--- src/ac_link_pkg.sv ---
// Constants and types for the AC-link status, modem slot and FIFO status block
package ac_link_pkg;
  localparam logic [7:0] CMD_OFS   = 8'h20;
  localparam logic [7:0] STAT_OFS  = 8'h24;
  localparam logic [7:0] MCTL_OFS  = 8'h28;
  localparam logic [7:0] MSTAT_OFS = 8'h2C;
  localparam logic [7:0] FIFO_OFS  = 8'h30;
  localparam logic [7:0] IST_OFS   = 8'h40;
  localparam logic [7:0] IMSK_OFS  = 8'h44;

  localparam int CMD_ENA_BIT  = 24;
  localparam int CMD_RD_BIT   = 7;
  localparam int MCTL_ENA_BIT = 20;
  localparam int RX_PURGE_BIT = 31;
  localparam int TX_PURGE_BIT = 30;

  // Slot 0 tag bit positions
  localparam int TAG_READY = 15;
  localparam int TAG_CMD   = 14;
  localparam int TAG_DATA  = 13;
  localparam int TAG_MODEM = 3;

  // Frame layout: 16-bit tag, then twelve 20-bit slots
  localparam logic [4:0] TAG_TOP   = 5'h0F;
  localparam logic [4:0] SLOT_TOP  = 5'h13;
  localparam logic [3:0] LAST_SLOT = 4'hC;

  localparam int IRQ_READ  = 0;
  localparam int IRQ_MODEM = 1;

  localparam logic [31:0] REG_RST = 32'h00000000;

  typedef struct packed {
    logic        ena;
    logic [15:0] wdata;
    logic        rd;
    logic [6:0]  idx;
  } cmd_t;

  typedef enum logic [1:0] {RD_IDLE, RD_SENT, RD_WAIT} rd_state_t;
endpackage

--- src/ac_link_status_modem_fifo.sv ---
// AC-link codec status, modem slot 12 and FIFO status block behind APB
`timescale 1ns/1ps
//
// Summary of operation
// RULE_01: Ready flag mirrors slot 0 codec-ready bit.
// RULE_02: Software waits for ready before codec use.
// RULE_03: Read request clears valid; returned data sets it.
// RULE_04: Keep the echoed 7-bit register index.
// RULE_05: Keep last valid 16-bit read value.
// RULE_06: Send request goes out next frame, self-clears.
// RULE_07: Software sets payload before send request.
// RULE_08: Payload field is serialised in slot 12.
// RULE_09: Capture valid incoming slot 12 status.
// RULE_10: Interrupt on each modem status update.
// RULE_11: Inbound purge empties receive FIFO, self-clears.
// RULE_12: Outbound purge empties transmit FIFO, self-clears.
// RULE_13: Report receive FIFO byte count.
// RULE_14: Command sent in slots 1, 2 next frame.
// RULE_15: Echo from slot 1, data from slot 2.

module ac_link_status_modem_fifo (
  input  wire logic        mclk,     // 20 MHz system clock
  input  wire logic        rst,      // Asynchronous reset, active high
  input  wire logic [11:0] paddr,    // APB address
  input  wire logic        psel,     // APB select
  input  wire logic        penable,  // APB enable
  input  wire logic        pwrite,   // APB write
  input  wire logic [31:0] pwdata,   // APB write data
  output logic      [31:0] prdata,   // APB read data
  output logic             pready,   // APB ready
  output logic             pslverr,  // APB error, unmapped offset
  output logic             irq,      // Level interrupt
  input  wire logic        bitClk,   // Link bit clock from codec
  input  wire logic        sdataIn,  // Serial data from codec
  output logic             syncOut,  // Frame sync to codec
  output logic             sdataOut, // Serial data to codec
  input  wire logic [7:0]  rxLevel,  // Receive FIFO byte count
  input  wire logic [7:0]  txLevel,  // Transmit FIFO byte count
  output logic             rxPurge,  // Empty receive FIFO pulse
  output logic             txPurge   // Empty transmit FIFO pulse
);
  logic                  bclkMeta_reg, bclkSync_reg, bclkPrev_reg;
  logic                  sdinMeta_reg, sdinSync_reg;
  logic [3:0]            slot_reg, slotNext;
  logic [4:0]            bitIdx_reg, bitIdxNext;
  logic [19:0]           inShift_reg, inShiftNext;
  logic [15:0]           inTag_reg, inTagNext;
  logic                  sync_reg, syncNext;
  logic                  sdo_reg, sdoNext;
  ac_link_pkg::cmd_t     cmd_reg, cmdNext;
  ac_link_pkg::cmd_t     cmdSnap_reg, cmdSnapNext;
  logic                  sendCmd_reg, sendCmdNext;
  logic                  modemEna_reg, modemEnaNext;
  logic [19:0]           modemCtl_reg, modemCtlNext;
  logic [19:0]           modemSnap_reg, modemSnapNext;
  logic                  sendModem_reg, sendModemNext;
  logic [19:0]           modemStat_reg, modemStatNext;
  logic                  codecReady_reg, codecReadyNext;
  logic                  rdValid_reg, rdValidNext;
  logic [6:0]            echo_reg, echoNext;
  logic [6:0]            echoIdx_reg, echoIdxNext;
  logic [15:0]           readData_reg, readDataNext;
  ac_link_pkg::rd_state_t rdState_reg, rdStateNext;
  logic [1:0]            istat_reg, istatNext;
  logic [1:0]            imask_reg, imaskNext;
  logic                  irq_reg, irqNext;
  logic [31:0]           prdata_reg, prdataNext;
  logic                  pready_reg, preadyNext;
  logic                  pslverr_reg, pslverrNext;
  logic                  rxPurge_reg, rxPurgeNext;
  logic                  txPurge_reg, txPurgeNext;
  logic                  rise, fall, wrEn, frameStart;
  logic [19:0]           w, word;
  logic [1:0]            irqSet;
  function automatic logic hit(input logic [11:0] a, input logic [7:0] ofs);
    return a == {4'h0, ofs};
  endfunction
  function automatic logic mapped(input logic [11:0] a);
    return hit(a, ac_link_pkg::CMD_OFS) || hit(a, ac_link_pkg::STAT_OFS) ||
           hit(a, ac_link_pkg::MCTL_OFS) || hit(a, ac_link_pkg::MSTAT_OFS) ||
           hit(a, ac_link_pkg::FIFO_OFS) || hit(a, ac_link_pkg::IST_OFS) ||
           hit(a, ac_link_pkg::IMSK_OFS);
  endfunction
  assign rise       = bclkSync_reg && !bclkPrev_reg;
  assign fall       = !bclkSync_reg && bclkPrev_reg;
  assign w          = {inShift_reg[18:0], sdinSync_reg};
  assign wrEn       = psel && penable && pready_reg && pwrite;
  assign frameStart = rise && bitIdx_reg == 5'h00 && slot_reg == ac_link_pkg::LAST_SLOT;
  always_comb begin
    slotNext       = slot_reg;
    bitIdxNext     = bitIdx_reg;
    inShiftNext    = inShift_reg;
    inTagNext      = inTag_reg;
    syncNext       = sync_reg;
    sdoNext        = sdo_reg;
    cmdNext        = cmd_reg;
    cmdSnapNext    = cmdSnap_reg;
    sendCmdNext    = sendCmd_reg;
    modemEnaNext   = modemEna_reg;
    modemCtlNext   = modemCtl_reg;
    modemSnapNext  = modemSnap_reg;
    sendModemNext  = sendModem_reg;
    modemStatNext  = modemStat_reg;
    codecReadyNext = codecReady_reg;
    rdValidNext    = rdValid_reg;
    echoNext       = echo_reg;
    echoIdxNext    = echoIdx_reg;
    readDataNext   = readData_reg;
    rdStateNext    = rdState_reg;
    istatNext      = istat_reg;
    imaskNext      = imask_reg;
    irqSet         = 2'h0;
    word           = 20'h00000;
    // One wait state: the answer is ready on the second access cycle
    preadyNext     = psel && penable && !pready_reg;
    prdataNext     = prdata_reg;
    pslverrNext    = 1'b0;
    rxPurgeNext    = wrEn && hit(paddr, ac_link_pkg::FIFO_OFS)
                     && pwdata[ac_link_pkg::RX_PURGE_BIT]; // RULE_11
    txPurgeNext    = wrEn && hit(paddr, ac_link_pkg::FIFO_OFS)
                     && pwdata[ac_link_pkg::TX_PURGE_BIT]; // RULE_12
    if (preadyNext) begin
      pslverrNext = !mapped(paddr);
      prdataNext  = 32'h00000000;
      if (paddr[11:8] == 4'h0) begin
        case (paddr[7:0])
          ac_link_pkg::CMD_OFS:   prdataNext = {7'h00, cmd_reg};
          ac_link_pkg::STAT_OFS:  prdataNext = {7'h00, codecReady_reg, rdValid_reg,
                                                echoIdx_reg, readData_reg}; // RULE_01
          ac_link_pkg::MCTL_OFS:  prdataNext = {11'h000, modemEna_reg, modemCtl_reg};
          ac_link_pkg::MSTAT_OFS: prdataNext = {12'h000, modemStat_reg};
          // Purge bits are write-only and always read as zero
          ac_link_pkg::FIFO_OFS:  prdataNext = {16'h0000, rxLevel, txLevel}; // RULE_13
          ac_link_pkg::IST_OFS:   prdataNext = {30'h00000000, istat_reg};
          ac_link_pkg::IMSK_OFS:  prdataNext = {30'h00000000, imask_reg};
          default:                prdataNext = 32'h00000000;
        endcase
      end
    end
    // Outgoing side: advance on the bit clock rising edge
    if (rise) begin
      if (bitIdx_reg != 5'h00) begin
        bitIdxNext = bitIdx_reg - 5'h01;
      end else if (slot_reg == ac_link_pkg::LAST_SLOT) begin
        slotNext      = 4'h0;
        bitIdxNext    = ac_link_pkg::TAG_TOP;
        sendCmdNext   = cmd_reg.ena; // RULE_14
        cmdSnapNext   = cmd_reg;
        cmdNext.ena   = 1'b0;
        sendModemNext = modemEna_reg; // RULE_06
        modemSnapNext = modemCtl_reg;
        modemEnaNext  = 1'b0;
        if (rdState_reg == ac_link_pkg::RD_SENT) rdStateNext = ac_link_pkg::RD_WAIT;
        if (cmd_reg.ena && cmd_reg.rd) rdStateNext = ac_link_pkg::RD_SENT;
      end else begin
        slotNext   = slot_reg + 4'h1;
        bitIdxNext = ac_link_pkg::SLOT_TOP;
      end
      case (slotNext)
        4'h0: word = {4'h0, sendCmdNext || sendModemNext, sendCmdNext,
                      sendCmdNext && !cmdSnapNext.rd, 9'h000, sendModemNext, 3'h0};
        4'h1: if (sendCmdNext) word = {cmdSnapNext.rd, cmdSnapNext.idx, 12'h000}; // RULE_14
        4'h2: if (sendCmdNext && !cmdSnapNext.rd) word = {cmdSnapNext.wdata, 4'h0}; // RULE_14
        ac_link_pkg::LAST_SLOT: if (sendModemNext) word = modemSnapNext; // RULE_08
        default: word = 20'h00000;
      endcase
      sdoNext  = word[bitIdxNext];
      syncNext = slotNext == 4'h0;
    end
    // Software writes land after the frame-start clear, so a set wins
    if (wrEn && hit(paddr, ac_link_pkg::CMD_OFS)) begin
      cmdNext = ac_link_pkg::cmd_t'(pwdata[24:0]);
      if (pwdata[ac_link_pkg::CMD_ENA_BIT] && pwdata[ac_link_pkg::CMD_RD_BIT]) begin
        rdValidNext = 1'b0; // RULE_03
      end
    end
    if (wrEn && hit(paddr, ac_link_pkg::MCTL_OFS)) begin
      modemEnaNext = pwdata[ac_link_pkg::MCTL_ENA_BIT];
      modemCtlNext = pwdata[19:0];
    end
    if (wrEn && hit(paddr, ac_link_pkg::IST_OFS)) istatNext = istat_reg & ~pwdata[1:0];
    if (wrEn && hit(paddr, ac_link_pkg::IMSK_OFS)) imaskNext = pwdata[1:0];
    // Incoming side: sample on the falling edge, act on the last bit of slots 0, 1, 2 and 12
    if (fall) begin
      inShiftNext = w;
      if (bitIdx_reg == 5'h00) begin
        case (slot_reg)
          4'h0: begin
            codecReadyNext = w[ac_link_pkg::TAG_READY]; // RULE_01
            inTagNext      = w[15:0];
          end
          4'h1: if (inTag_reg[ac_link_pkg::TAG_CMD]) echoNext = w[18:12]; // RULE_15
          4'h2: if (inTag_reg[ac_link_pkg::TAG_DATA]
                    && rdState_reg == ac_link_pkg::RD_WAIT) begin
            readDataNext = w[19:4]; // RULE_05
            echoIdxNext  = echo_reg; // RULE_04
            rdValidNext  = 1'b1; // RULE_03
            rdStateNext  = ac_link_pkg::RD_IDLE;
            irqSet[ac_link_pkg::IRQ_READ] = 1'b1;
          end
          ac_link_pkg::LAST_SLOT: if (inTag_reg[ac_link_pkg::TAG_MODEM]) begin
            modemStatNext = w; // RULE_09
            irqSet[ac_link_pkg::IRQ_MODEM] = 1'b1; // RULE_10
          end
          default: ;
        endcase
      end
    end
    istatNext = istatNext | irqSet;
    irqNext   = |(istatNext & imaskNext);
  end
  always_ff @(posedge mclk or posedge rst) begin
    if (rst) begin
      bclkMeta_reg   <= 1'b0;
      bclkSync_reg   <= 1'b0;
      bclkPrev_reg   <= 1'b0;
      sdinMeta_reg   <= 1'b0;
      sdinSync_reg   <= 1'b0;
      slot_reg       <= ac_link_pkg::LAST_SLOT;
      bitIdx_reg     <= 5'h00;
      inShift_reg    <= 20'h00000;
      inTag_reg      <= 16'h0000;
      sync_reg       <= 1'b0;
      sdo_reg        <= 1'b0;
      cmd_reg        <= ac_link_pkg::REG_RST[24:0];
      cmdSnap_reg    <= ac_link_pkg::REG_RST[24:0];
      sendCmd_reg    <= 1'b0;
      modemEna_reg   <= 1'b0;
      modemCtl_reg   <= ac_link_pkg::REG_RST[19:0];
      modemSnap_reg  <= 20'h00000;
      sendModem_reg  <= 1'b0;
      modemStat_reg  <= ac_link_pkg::REG_RST[19:0];
      codecReady_reg <= 1'b0;
      rdValid_reg    <= 1'b0;
      echo_reg       <= 7'h00;
      echoIdx_reg    <= 7'h00;
      readData_reg   <= 16'h0000;
      rdState_reg    <= ac_link_pkg::RD_IDLE;
      istat_reg      <= 2'h0;
      imask_reg      <= 2'h0;
      irq_reg        <= 1'b0;
      prdata_reg     <= 32'h00000000;
      pready_reg     <= 1'b0;
      pslverr_reg    <= 1'b0;
      rxPurge_reg    <= 1'b0;
      txPurge_reg    <= 1'b0;
    end else begin
      bclkMeta_reg   <= bitClk;
      bclkSync_reg   <= bclkMeta_reg;
      bclkPrev_reg   <= bclkSync_reg;
      sdinMeta_reg   <= sdataIn;
      sdinSync_reg   <= sdinMeta_reg;
      slot_reg       <= slotNext;
      bitIdx_reg     <= bitIdxNext;
      inShift_reg    <= inShiftNext;
      inTag_reg      <= inTagNext;
      sync_reg       <= syncNext;
      sdo_reg        <= sdoNext;
      cmd_reg        <= cmdNext;
      cmdSnap_reg    <= cmdSnapNext;
      sendCmd_reg    <= sendCmdNext;
      modemEna_reg   <= modemEnaNext;
      modemCtl_reg   <= modemCtlNext;
      modemSnap_reg  <= modemSnapNext;
      sendModem_reg  <= sendModemNext;
      modemStat_reg  <= modemStatNext;
      codecReady_reg <= codecReadyNext;
      rdValid_reg    <= rdValidNext;
      echo_reg       <= echoNext;
      echoIdx_reg    <= echoIdxNext;
      readData_reg   <= readDataNext;
      rdState_reg    <= rdStateNext;
      istat_reg      <= istatNext;
      imask_reg      <= imaskNext;
      irq_reg        <= irqNext;
      prdata_reg     <= prdataNext;
      pready_reg     <= preadyNext;
      pslverr_reg    <= pslverrNext;
      rxPurge_reg    <= rxPurgeNext;
      txPurge_reg    <= txPurgeNext;
    end
  end
  assign prdata   = prdata_reg;
  assign pready   = pready_reg;
  assign pslverr  = pslverr_reg;
  assign irq      = irq_reg;
  assign syncOut  = sync_reg;
  assign sdataOut = sdo_reg;
  assign rxPurge  = rxPurge_reg;
  assign txPurge  = txPurge_reg;
endmodule

--- config.mk ---
export PLATFORM = sky130hd
export DESIGN_NAME = ac_link_status_modem_fifo
export DESIGN_NICKNAME = d
export VERILOG_FILES = /design/src/ac_link_pkg.sv /design/src/ac_link_status_modem_fifo.sv
export SDC_FILE = /design/constraint.sdc
export NUM_CORES = 1
export LEC_CHECK = 0
export ABC_AREA = 1
export BUFFER_PORTS_ARGS = -buffer_cell sky130_fd_sc_hd__buf_2
export CAP_MARGIN = 20
export CORE_MARGIN = 5
export CORE_UTILIZATION = 55
export CTS_BUF_LIST = sky130_fd_sc_hd__clkbuf_4
export CTS_CLUSTER_SIZE = 40
export DETAILED_ROUTE_END_ITERATION = 12
export PLACE_DENSITY = 0.88
export SLEW_MARGIN = 40
export SYNTH_ARGS = -nofsm -noshare
export SYNTH_HDL_FRONTEND = slang
export SYNTH_SLANG_ARGS = --single-unit
--- constraint.sdc ---
create_clock -name mclk -period 6.34 [get_ports mclk]
set_input_delay 0.951 -clock mclk [delete_from_list [all_inputs] [get_ports mclk]]
set_output_delay 0.951 -clock mclk [all_outputs]
set_load 0.005 [all_outputs]
* After elaboration in Yosys (flattened, before gate mapping)
Index checks and enable logic that the tools add are counted.
Operators by class: $add $sub $neg 2, order comparisons 1, equality and inequality tests 24, multiplexer cells 55, bitwise logic cells 4, reductions and logical operators 45
Operators by type and width (count):
- 25-bit case mux with 7 select lines | 1
- 20-bit two-way mux | 6
- 20-bit case mux with 4 select lines | 1
- 24-bit two-way mux | 3
- 12-bit by 6-bit equality test with 1-bit output, second input constant | 5
- 25-bit two-way mux | 2
- 8-bit by 6-bit equality test with 1-bit output, second input constant | 5
- 2-bit two-way mux | 13
- 12-bit by 7-bit equality test with 1-bit output, second input constant | 2
- 1-bit two-way mux | 22
- 1-bit logical AND | 17
- 8-bit by 7-bit equality test with 1-bit output, second input constant | 2
- 5-bit two-way mux | 3
- 4-bit zero test | 3
- 4-bit two-way mux | 3
- 4-bit AND reduction | 3
- 3-bit AND reduction | 3
- 4-bit by 1-bit equality test with 1-bit output, second input constant | 2
- 4-bit by 2-bit equality test with 1-bit output, second input constant | 2
- 4-bit equality test, second input constant | 2
- 2-bit nonzero test | 4
- 1-bit logical OR | 7
- 5-bit by 6-bit less-than comparator with 1-bit output, second input constant | 1
- 1-bit binary-select mux with 5-bit select | 1
- other kinds (12) | 18
Word-level totals: register bits after elaboration 237, input port bits 67, output and inout port bits 39

* Logic depth before layout (Yosys ltp)
Gate-level depths: netlist (run 1).
depth after elaboration 11, gate-level depth with buffers 22, gate-level depth less buffers 21

* Least setup slack after synthesis (run 1)
OpenSTA, ideal clock, no wires.
path kind input to register, start point input port paddr[1], end point register prdata_reg[3], in the netlist prdata[3], library setup time 76 ps, arrival 2375 ps, data required time 6264 ps, slack 3888 ps, cell stages on the path 12, path through nor2_1 > inv_1 > nor2_2 > nand2_1 > nor3_4 > inv_2 > a21oi_1 > inv_2 > nor2_4 > inv_2 > buf_2 > o21ai_1
Between the ends: word-level cells in the longest chain between the ends 3
RTL lines:
- start, declared | line ac_link_status_modem_fifo.sv:24 | input wire logic [11:0] paddr,
- 8-bit by 7-bit equality test with 1-bit output or 8-bit by 6-bit equality test with 1-bit output (tied branches) | line ac_link_status_modem_fifo.sv:126 | case (paddr[7:0])
- 25-bit case mux with 7 select lines * | line ac_link_status_modem_fifo.sv:126
- 25-bit two-way mux * | line ac_link_status_modem_fifo.sv:125 | if (paddr[11:8] == 4'h0) begin
- end signal, assigned | line ac_link_status_modem_fifo.sv:276 | prdata_reg <= prdataNext;
- end, declared | line ac_link_status_modem_fifo.sv:67 | logic [31:0] prdata_reg, prdataNext;
Every way passes the cells marked *; elsewhere a longest branch is shown, timed or not. A chain may end at the register's enable or synchronous reset.

* Worst setup path in the final report (run 1)
start point register bitIdx_reg[0], end point register sdo_reg, in the netlist sdataOut
Between the ends: word-level cells in the longest chain between the ends 10
RTL lines:
- start, declared | line ac_link_status_modem_fifo.sv:45 | logic [4:0] bitIdx_reg, bitIdxNext;
- start signal, assigned | line ac_link_status_modem_fifo.sv:254 | bitIdx_reg <= bitIdxNext;
- 5-bit nonzero test | line ac_link_status_modem_fifo.sv:142 | if (bitIdx_reg != 5'h00) begin
- 24-bit two-way mux | line ac_link_status_modem_fifo.sv:142
- 24-bit two-way mux | line ac_link_status_modem_fifo.sv:141 | if (rise) begin
- 1-bit zero test | line ac_link_status_modem_fifo.sv:161, ac_link_status_modem_fifo.sv:163
- 1-bit logical AND | line ac_link_status_modem_fifo.sv:161, ac_link_status_modem_fifo.sv:163
- 20-bit two-way mux | line ac_link_status_modem_fifo.sv:163 | 4'h2: if (sendCmdNext && !cmdSnapNext.rd) word = {cmdSnapNext.wdata, 4'h0};
- 20-bit case mux with 4 select lines | line ac_link_status_modem_fifo.sv:159 | case (slotNext)
- 20-bit two-way mux | line ac_link_status_modem_fifo.sv:141
- 1-bit binary-select mux with 5-bit select * | line ac_link_status_modem_fifo.sv:167 | sdoNext = word[bitIdxNext];
- 1-bit two-way mux (implied by the code) * | line ac_link_status_modem_fifo.sv:167
- end signal, assigned | line ac_link_status_modem_fifo.sv:258 | sdo_reg <= sdoNext;
- end, declared | line ac_link_status_modem_fifo.sv:49 | logic sdo_reg, sdoNext;
Every way passes the cells marked *; elsewhere a longest branch is shown, timed or not. The select of a mux whose other input is x is not followed.

==> metrics.cfg, run 1 <==
[synth]
synth_edf_count = 0
yosysTopAreaCellShare_pct = 51.7
avgSynthCellArea_sq_um = 8.09
post-synth-top-area-cell = dfrtp_1
synthAdderAreaFrac_pct = 0.718
netlist_instances = 1292
synth_top_family_by_area = simple AND/OR/NAND/NOR gates
synth-main-ff-cell = dfrtp_1
synth_seq_cells = 218
yosysWarnings = 0
synth.distinct_cells = 44
async_flop_share_pct = 100
synth_area_leaders = dfrtp_1 (52%), nand2_1 (13%), o21ai_0 (11%), inv_1 (4.9%), nor2_1 (2.6%)
synth_seq_area_share_pct = 52.2
synth_compound_area_share_pct = 15.6
synthMuxAreaShare_pct = 0
yosys.area_share.simple_pct = 22.7
synth-xor-area-share_pct = 0.251
netlist_area_sq_mm = 0.0105

[route]
drc = 0
drt_iter0_drc = 1018
dr.pass1.iters = 8
vias_per_cell = 5.60
routed_wl_um = 29400
vias = 9363
ant_nets = 0
post_drt_wl_per_cell_um = 17.6

[floorplan]
start_util_pct = 55.9
io_pins = 106
die_h_um = 148
num_rows = 50
coreArea_sq_mm = 0.0187
dieArea_sq_mm = 0.0219
die_w_um = 148

[worst_setup_path]
rr_worst_depth = 19
r2r-start = bitIdx_reg[0]
critical_path.top_delay_family = simple AND/OR/NAND/NOR gates
critPathCapture = sdataOut
critPathSlowestCell = nor2_4
path_max_fanout = 21
worst-path-stages = 19
crit_top_cell = nand2_1
crit_required_ns = 6.91
crit_type = reg2reg
startpoint = bitIdx_reg[0]
worstSetupEndpointType = flop
cpPeakStageDelay_ns = 0.52
critical_path_arrival_ns = 3.85
cp_num_buf_inv = 3
start_kind = flop
r2r_slack_ns = 3.06
path_cells = inv_1 -> ha_1 -> inv_2 -> nor2_2 -> nand2_2 -> nor2_4 -> nand2_1 -> nand2_1 -> inv_2 -> nor2_1 -> nor2_1 -> nor2_1 -> nand3_1 -> nand3_1 -> nand3_1 -> nand2_1 -> nand2_1 -> nand2_1 -> nand2_1
reg2reg_to = sdataOut

[sta]
worst_pin_slew_ns = 0.815
setup_tns_ns = 0
finalSetupViolations = 0
fin_crit_sh_pct = 51.8
clock_skew_ns = 0.0498
period_minus_slack_ns = 3.28
rsz0062_at_grt = false
fin_ws_ns = 3.06
relSlewSlack_pct = 45.6
finalMaxSlewViolations = 0
max_freq_mhz = 304
timing.final.hold_violations = 0

[placed_design]
placed_area_sq_mm = 0.0111
dpl.hpwl_um = 20600
gp_congestion = 0.943
pre_cts_slack_ns = 3.07
io_buffers = 93

[layout]
seqCellArea_sq_mm = 0.00546
fill_cells = 1533
final_common_cell = nand2_1
fin_area_sq_mm = 0.0118
multi_input_area_sq_mm = 0.00414
utilization_pct = 63.1
final_cell_mix = nand2_1 (367), o21ai_0 (225), dfrtp_1 (216)
drive_gt1_share_pct = 17.1
area_growth_pct = 12.9
nets = 1469

[clock_tree]
cts-buffers-inserted = 54
clock_path_buffers = 3
worst_skew_pair.late_latency_ns = 0.71
cts.sinks = 218
cts_resized = 0
cts_tree = built
clk_pin_slew_worst_paths_ns = 0.07
holdBufCountCts = 0
cts-root-buf = clkbuf_4
post_cts_buffers = 0
h-tree-depth = 2

[global_route]
grt_pass1_vias = 9071
grt_max_degree = 108
antenna_found_initial = 1
grt_usage_pct = 27.4
grt_pass1_wl_um = 47500
overflow = 0

[pwr]
power_mw = 3.24
leakage_nw = 5.54
vdd_ir_drop_max_v = 0.000270
p_per_area_mw_per_mm2 = 275

[status]
status = finished clean

[run]
maxCapViolations = 0

[worst_hold_path]
hold_path.class = in2async

==> cell usage after synthesis (2+ instances only) <==
cell and number:
clkbuf_1 40, o2111ai_1 3, a22o_1 6, buf_2 5, o21ai_0 225, a221oi_1 9, nand2_2 13, nor2_1 73
nor4_1 3, nand2_1 368, a21oi_1 17, o22ai_1 2, inv_2 10, ha_1 6, nor2_4 7, dfrtp_1 216
nand3b_1 2, o21ai_1 15, a211oi_1 8, clkinv_1 2, buf_6 4, o211ai_1 6, o21a_1 2, nand3_4 2
xor2_1 2, nand4_1 16, a22oi_1 3, nand3_1 50, dfstp_2 2, inv_1 137, nor3_1 5, buf_4 13
nor2_2 8, nand2_4 2
==> stage by stage <==
step / std cells / hold WS (ns)
floorplan: 1298 / 0.331
global placement: 1571 / 0.334
detailed placement: 1574 / 0.336
CTS: 1670 / 0.232
global route: 1671 / 0.251
finish: 1671 / 0.260
==> cells by family after synthesis <==
family                   after synthesis
other                                  1
adder cells (fa/ha/maj)                6
buffers and inverters                212
flip-flops                           218
AO/OA/AOI/OAI                        300
AND/OR/NAND/NOR                      552
XOR/XNOR                               3
==> where the power goes <==
group          total (mW)  internal [mW]  switching [mW]
logic               0.512          0.153           0.359
registers            1.48           1.44          0.0390
clock network        1.25          0.674           0.576
==> area by class of cell <==
type	instances	share of cell area [%]
inverters	150	4.82
diodes	1	0.0212
clock buffers	82	5.22
flip-flops and latches	218	46.3
multi-input cells	868	35.1
clock inverters	14	1.02
repair buffers	104	5.09
well taps	234	2.48
==> how the worst min path moves through the flow <==
stage	slack, ns	to	cells after the start
after floorplan	0.33	bclkSync_reg	0
after detailed placement	0.34	bclkSync_reg	0
after global placement	0.33	bclkSync_reg	0
after CTS	0.23	cmdSnap_reg[11]	2
final	0.26	cmdSnap_reg[9]	2
after global routing	0.25	cmdSnap_reg[8]	2
==> worst reg2reg max path, stage by stage, from the launching register on <==
cell	delay, ns
dfrtp_1	0.39
inv_1	0.16
ha_1	0.23
inv_2	0.04
nor2_2	0.13
nand2_2	0.24
nor2_4	0.52
nand2_1	0.10
nand2_1	0.41
inv_2	0.18
nor2_1	0.13
nor2_1	0.06
nor2_1	0.10
nand3_1	0.08
nand3_1	0.09
nand3_1	0.08
nand2_1	0.09
nand2_1	0.05
nand2_1	0.05
nand2_1	0.05
==> per-layer routing <==
layer	up-vias	share of wire (%)	track usage [%]	wire length, um
met5	-	0	0	0
met4	0	3.5	10.4	1020
met3	82	9.9	6.47	2910
met2	458	46	42.6	13500
met1	4404	41	37.7	12000
li1	4419	-	-	-
(Power assumes the default switching activity.)
==> run 2, diff against run 1 <==
--- a/config.mk
+++ b/config.mk
@@ -9,11 +9,11 @@
 export BUFFER_PORTS_ARGS = -buffer_cell sky130_fd_sc_hd__buf_2
 export CAP_MARGIN = 20
 export CORE_MARGIN = 5
-export CORE_UTILIZATION = 55
+export CORE_UTILIZATION = 61
 export CTS_BUF_LIST = sky130_fd_sc_hd__clkbuf_4
 export CTS_CLUSTER_SIZE = 40
 export DETAILED_ROUTE_END_ITERATION = 12
-export PLACE_DENSITY = 0.88
+export PLACE_DENSITY = 0.92
 export SLEW_MARGIN = 40
 export SYNTH_ARGS = -nofsm -noshare
 export SYNTH_HDL_FRONTEND = slang
==> constraint.sdc (replaced) <==
create_clock -name mclk -period 3.3 [get_ports mclk]
set_input_delay 0.495 -clock mclk [delete_from_list [all_inputs] [get_ports mclk]]
set_output_delay 0.495 -clock mclk [all_outputs]
set_load 0.005 [all_outputs]
==> run 2 against run 1 <==
Critical path depth is the same. Register-to-register slack worse by 2.6 ns. Worst hold slack got worse by 0.20 ns. Die area decreased by 9.2%. Core utilization increased by 7.8 points. Sequential power up 93%. Clock skew increased by 0.017 ns. Fmax rose by 17%. Critical path type unchanged.
==> metrics.cfg, run 2 (synthesized netlist as in run 1, its figures left out) <==
[status]
status = finished clean

[global_route]
grt_pass1_vias = 9463  ; +4.3%
antenna_found_initial = 1  ; unchanged
overflow = 0  ; unchanged
grt_pass1_wl_um = 48900  ; +3.1%
grt_max_degree = 80  ; -26%
grt_usage_pct = 30.9  ; +3.5 points

[sta]
fin_ws_ns = 0.504  ; -2.55 ns
finalMaxSlewViolations = 0  ; unchanged
rsz0062_at_grt = false
hold_ws_ns = 0.0618  ; -0.198 ns
timing.final.hold_violations = 0  ; unchanged
relSlewSlack_pct = 37.5  ; -8.1 points
period_minus_slack_ns = 2.80  ; -0.488 ns
fin_crit_sh_pct = 84.7  ; +33 points
max_freq_mhz = 358  ; +17%
finalSetupViolations = 0  ; unchanged
clock_skew_ns = 0.0666  ; +0.0168 ns
worst_pin_slew_ns = 0.935  ; +0.119 ns
setup_tns_ns = 0  ; unchanged

[worst_setup_path]
worstSetupEndpointType = flop
crit_required_ns = 3.84  ; -3.07 ns
crit_type = reg2reg
crit_top_cell = nand2_1
path_cells = inv_1 -> ha_1 -> nand3_4 -> clkinv_2 -> nand2_4 -> nand2_1 -> nand2_1 -> buf_4 -> nor2_1 -> nand3_1 -> nand3_1 -> nand3_1 -> nand3_1 -> nand2_1 -> inv_1 -> nand2_1 -> nand2_1 -> nand2_1 -> nand2_1
critical_path_arrival_ns = 3.33  ; -0.52 ns
critPathSlowestCell = dfrtp_1
path_max_fanout = 22  ; +4.8%
cpPeakStageDelay_ns = 0.44  ; -0.08 ns
start_kind = flop

[placed_design]
pre_cts_slack_ns = 0.559  ; -2.51 ns
io_buffers = 93  ; unchanged
gp_congestion = 0.983  ; +4.2%
dpl.hpwl_um = 20900  ; +1.1%

[route]
post_drt_wl_per_cell_um = 18.1  ; +2.7%
ant_nets = 0  ; unchanged
vias_per_cell = 5.87  ; +4.8%
routed_wl_um = 30200  ; +2.7%
dr.pass1.iters = 6  ; -2
drt_iter0_drc = 1202  ; +18%
drc = 0  ; unchanged
vias = 9820  ; +4.9%

[pwr]
leakage_nw = 5.57  ; +0.62%
combPwrFrac_pct = 16.7  ; +0.9 points
share_clk_of_total_power_pct = 36.9  ; -1.7 points
power.switching_mw = 1.94  ; +100%
seqPwrFrac_pct = 46.4  ; +0.7 points
vdd_ir_drop_max_v = 0.000448  ; +66%
p_int_mw = 4.19  ; +85%
switching_share_pct = 31.7  ; +1.6 points
p_per_area_mw_per_mm2 = 519  ; +89%

[floorplan]
die_w_um = 141  ; -4.7%
die_h_um = 141  ; -4.7%
coreArea_sq_mm = 0.0167  ; -11%
io_pins = 106  ; unchanged
dieArea_sq_mm = 0.0199  ; -9.2%
num_rows = 47  ; -6.0%
start_util_pct = 62.6  ; +6.7 points

[clock_tree]
clock_path_buffers = 3  ; unchanged
worst_skew_pair.late_latency_ns = 0.69  ; -0.02 ns
clk_pin_slew_worst_paths_ns = 0.07  ; about the same
cts.sinks = 218  ; unchanged
h-tree-depth = 2  ; unchanged
cts_resized = 0  ; unchanged
cts-root-buf = clkbuf_4
cts_tree = built
cts-buffers-inserted = 55  ; +1.9%

[layout]
area_growth_pct = 13.2
final_cell_mix = nand2_1 (368), o21ai_0 (225), dfrtp_1 (216)
utilization_pct = 70.9  ; +7.8 points
final_common_cell = nand2_1
drive_gt1_share_pct = 17.1  ; +0.019 points
nets = 1483  ; +0.95%
diodes = 0  ; -1

[worst_hold_path]
hold_path.class = in2reg

[run]
maxCapViolations = 0  ; unchanged

-- run 2: changes by cell type in the layout (fill, tap and decap cells not counted), sizes merged, moves of 2 or more --
cell	previous run	this run
buf	104	114
clkinv	13	19
dlygate4sd3	0	3
bufinv	2	0
clkbuf	82	80
-- run 2: timing repair --
action,4_1_cts,5_1_grt
hold buffers,3,0
hold endpoints to repair,33,0
buffers inserted,0,0
-- run 2: worst paths after layout --
path / startpoint / end / slack [ns] / cells past startpoint
min in group asynchronous: rst / cmdSnap_reg[0] / 0.38 / 3
max in group asynchronous: rst / slot_reg[2] / 2.02 / 5
worst max-delay path: slot_reg[0] / sdataOut / 0.50 / 19
worst min register to register: bclkMeta_reg / bclkSync_reg / 0.36 / 0
worst max register to register: slot_reg[0] / sdataOut / 0.50 / 19
worst min-delay path: pwdata[14] / modemCtl_reg[14] / 0.06 / 3
-- run 2: metrics by stage --
stage | area (sq um) | power [mW] | instances
floorplan | 10500 | 3.60 | 1298
global placement | 11100 | 3.86 | 1569
detailed placement | 11100 | 3.89 | 1569
CTS | 11800 | 6.12 | 1671
global route | 11800 | 6.43 | 1672
finish | 11800 | 6.14 | 1672
-- run 2: routing by layer --
layer	track usage, %	wire [um]	vias to the layer above	part of all wire (%)
li1	-	-	4437	-
met1	42.0	11500	4634	38
met2	48.4	14000	630	46
met3	7.79	3570	117	12
met4	11.8	1130	2	3.7
met5	0	6	-	0.020
-- run 2: layout make-up --
type                       count  area [sq um]
inverter                     150           568
clock inverter                19          83.8
timing repair buffer         117           711
clock buffer                  80           601
tap                          220           275
multi-input combinational    868          4140
fill                        1245          4870
sequential                   218          5460
-- run 2: worst max-delay path: cells and delay by family, from the launching register on --
| family | cells | cell delay (ns) |
|---|---|---|
| adder cells (fa/ha/maj) | 1 | 0.29 |
| buffers and inverters | 4 | 0.51 |
| flip-flops | 1 | 0.44 |
| AND/OR/NAND/NOR | 14 | 1.45 |
-- run 2: power groups by stage --
stage	registers, mW	clock network (mW)	logic (mW)
after CTS	2.85	2.28	1.00
after global placement	2.89	0	0.976
after detailed placement	2.89	0	0.997
after floorplan	2.88	0	0.723
after global routing	2.86	2.43	1.14
final	2.85	2.26	1.03
==> run 3, diff against run 2 <==
==> constraint.sdc (replaced) <==
create_clock -name mclk -period 2.9 [get_ports mclk]
set_input_delay 0.435 -clock mclk [delete_from_list [all_inputs] [get_ports mclk]]
set_output_delay 0.435 -clock mclk [all_outputs]
set_load 0.005 [all_outputs]
==> run 3 against run 2 <==
Sequential power grew 14%. Clock skew is essentially flat. Critical path type unchanged. Largest power group unchanged. Power grew 11%. Worst hold slack lost 0.024 ns. Critical path depth shrank 2. Largest cell class unchanged. Flip-flop and latch count is the same. Via count grew 0.22%. Worst setup slack lost 0.24 ns. Design area grew 0.93%. Clock power grew 6%. First-iteration DRC count grew 6.7%. Register-to-register slack lost 0.24 ns.
==> metrics.cfg, run 3 (synthesized netlist as in run 1, its figures left out) <==
[floorplan]
die_h_um = 141  ; unchanged
io_pins = 106  ; unchanged
die_w_um = 141  ; unchanged
start_util_pct = 62.6  ; unchanged
dieArea_sq_mm = 0.0199  ; unchanged
coreArea_sq_mm = 0.0167  ; unchanged
num_rows = 47  ; unchanged

[worst_setup_path]
start_kind = flop
worstSetupEndpointType = flop
cpPeakStageDelay_ns = 0.45  ; about the same
critical_path_arrival_ns = 3.21  ; -0.12 ns
crit_required_ns = 3.48  ; -0.36 ns
crit_top_cell = nand2_1
path_max_fanout = 17  ; -23%
critPathSlowestCell = dfrtp_1
path_cells = inv_1 -> ha_1 -> nand3_4 -> clkinv_2 -> nand2_4 -> nand3_4 -> nor2_4 -> nand2_2 -> nor2_2 -> nand2_1 -> nand3_1 -> nand4_1 -> nand2_1 -> nand2_1 -> nand2_1 -> nand2_1 -> nand2_1
cp_num_buf_inv = 2  ; -2
critical_path.top_delay_family = simple AND/OR/NAND/NOR gates
crit_type = reg2reg

[layout]
final-instance-count-excl-fill = 1678  ; +0.36%
utilization_pct = 71.5  ; +0.66 points
nets = 1502  ; +1.3%
drive_gt1_share_pct = 17.7  ; +0.57 points
final_common_cell = nand2_1
final_cell_mix = nand2_1 (368), o21ai_0 (225), dfrtp_1 (216)
fin_area_sq_mm = 0.0119  ; +0.93%
area_growth_pct = 14.2

[placed_design]
placed_area_sq_mm = 0.0112  ; +1.2%
dpl.hpwl_um = 21600  ; +3.4%
gp_congestion = 0.994  ; +1.1%
io_buffers = 93  ; unchanged
dp_cells = 1583  ; +0.89%

[sta]
rsz0062_at_grt = false
worst_pin_slew_ns = 0.632  ; -0.302 ns
fin_crit_sh_pct = 90.9  ; +6.2 points
period_minus_slack_ns = 2.64  ; -0.160 ns
finalSetupViolations = 0  ; unchanged
max_freq_mhz = 379  ; +6.1%
finalMaxSlewViolations = 0  ; unchanged
timing.final.hold_violations = 0  ; unchanged
clock_skew_ns = 0.0663  ; -0.000328 ns
setup_tns_ns = 0  ; unchanged
relSlewSlack_pct = 57.7  ; +20 points

[global_route]
grt_usage_pct = 30.7  ; -0.17 points
overflow = 0  ; unchanged
grt_pass1_vias = 9367  ; -1.0%
antenna_found_initial = 1  ; unchanged
grt_pass1_wl_um = 48500  ; -0.89%
grt_max_degree = 84  ; +5.0%

[clock_tree]
cts_resized = 0  ; unchanged
cts-root-buf = clkbuf_4
worst_skew_pair.late_latency_ns = 0.70  ; about the same
cts-buffers-inserted = 54  ; -1.8%
h-tree-depth = 2  ; unchanged
cts_tree = built
clk_pin_slew_worst_paths_ns = 0.07  ; about the same
cts.sinks = 218  ; unchanged
clock_path_buffers = 3  ; unchanged

[worst_hold_path]
hold_path.class = in2reg

[route]
drt_iter0_drc = 1282  ; +6.7%
vias_per_cell = 5.87  ; -0.13%
ant_nets = 0  ; unchanged
vias = 9842  ; +0.22%
drc = 0  ; unchanged
dr.pass1.iters = 5  ; -1
post_drt_wl_per_cell_um = 18.0  ; -0.13%
routed_wl_um = 30300  ; +0.23%

[pwr]
leakage_nw = 5.63  ; +1.0%
p_per_area_mw_per_mm2 = 569  ; +9.8%
vdd_ir_drop_max_v = 0.000395  ; -12%

[run]
maxCapViolations = 0  ; unchanged

[status]
status = finished clean

run 3: area by class of cell:
type / count / area [sq um]
antenna: 2 / 5.00
clock buffer: 77 / 578
clock inverter: 6 / 38.8
fill: 1255 / 4760
inverter: 150 / 568
multi-input combinational: 868 / 4140
sequential: 218 / 5460
tap: 220 / 275
timing repair buffer: 137 / 883
run 3: report_power, final:
part / internal, mW / leakage [nW] / total [mW] / switching [mW]
combinational: 0.376 / 2.29 / 1.17 / 0.798
clock: 1.20 / 0.370 / 2.39 / 1.18
sequential: 3.15 / 2.97 / 3.24 / 0.0885
run 3: final timing paths:
| path | from | endpoint | slack (ns) | cells past startpoint |
|---|---|---|---|---|
| worst max-delay path | slot_reg[0] | sdataOut | 0.26 | 17 |
| worst min-delay path | pwdata[13] | cmd_reg[13] | 0.04 | 3 |
| worst max register to register | slot_reg[0] | sdataOut | 0.26 | 17 |
| worst min register to register | sdinMeta_reg | sdinSync_reg | 0.35 | 0 |
| max in group asynchronous | rst | slot_reg[3] | 1.81 | 4 |
| min in group asynchronous | rst | pready | 0.26 | 3 |
run 3: stage by stage:
step                      hold WS (ns)  setup slack [ns]  power (mW)
after floorplan                  0.331            -0.373        4.10
after global placement           0.335             0.309        4.42
after detailed placement         0.338             0.301        4.44
after CTS                      0.00823             0.287        6.82
after global routing            0.0237            0.0213        7.15
final                           0.0381             0.264        6.80
run 3: worst register-to-register path, stage by stage (launching register included):
cell and delay (ns):
dfrtp_1 0.45, inv_1 0.12, ha_1 0.27, nand3_4 0.14, clkinv_2 0.12, nand2_4 0.23, nand3_4 0.16, nor2_4 0.25
nand2_2 0.15, nor2_2 0.12, nand2_1 0.06, nand3_1 0.09, nand4_1 0.09, nand2_1 0.11, nand2_1 0.06, nand2_1 0.06
nand2_1 0.04, nand2_1 0.05
run 3: routing by layer:
metal	routed length, um	track usage, %
met1	11800	42.1
met2	14200	48.3
met3	3230	7.31
met4	1060	11.3
met5	0	0
run 3: what timing repair did:
action,in CTS,in global routing
endpoints found under the setup margin,0,0
hold buffers,10,0
endpoints found under the hold margin,17,0
setup buffers,0,0
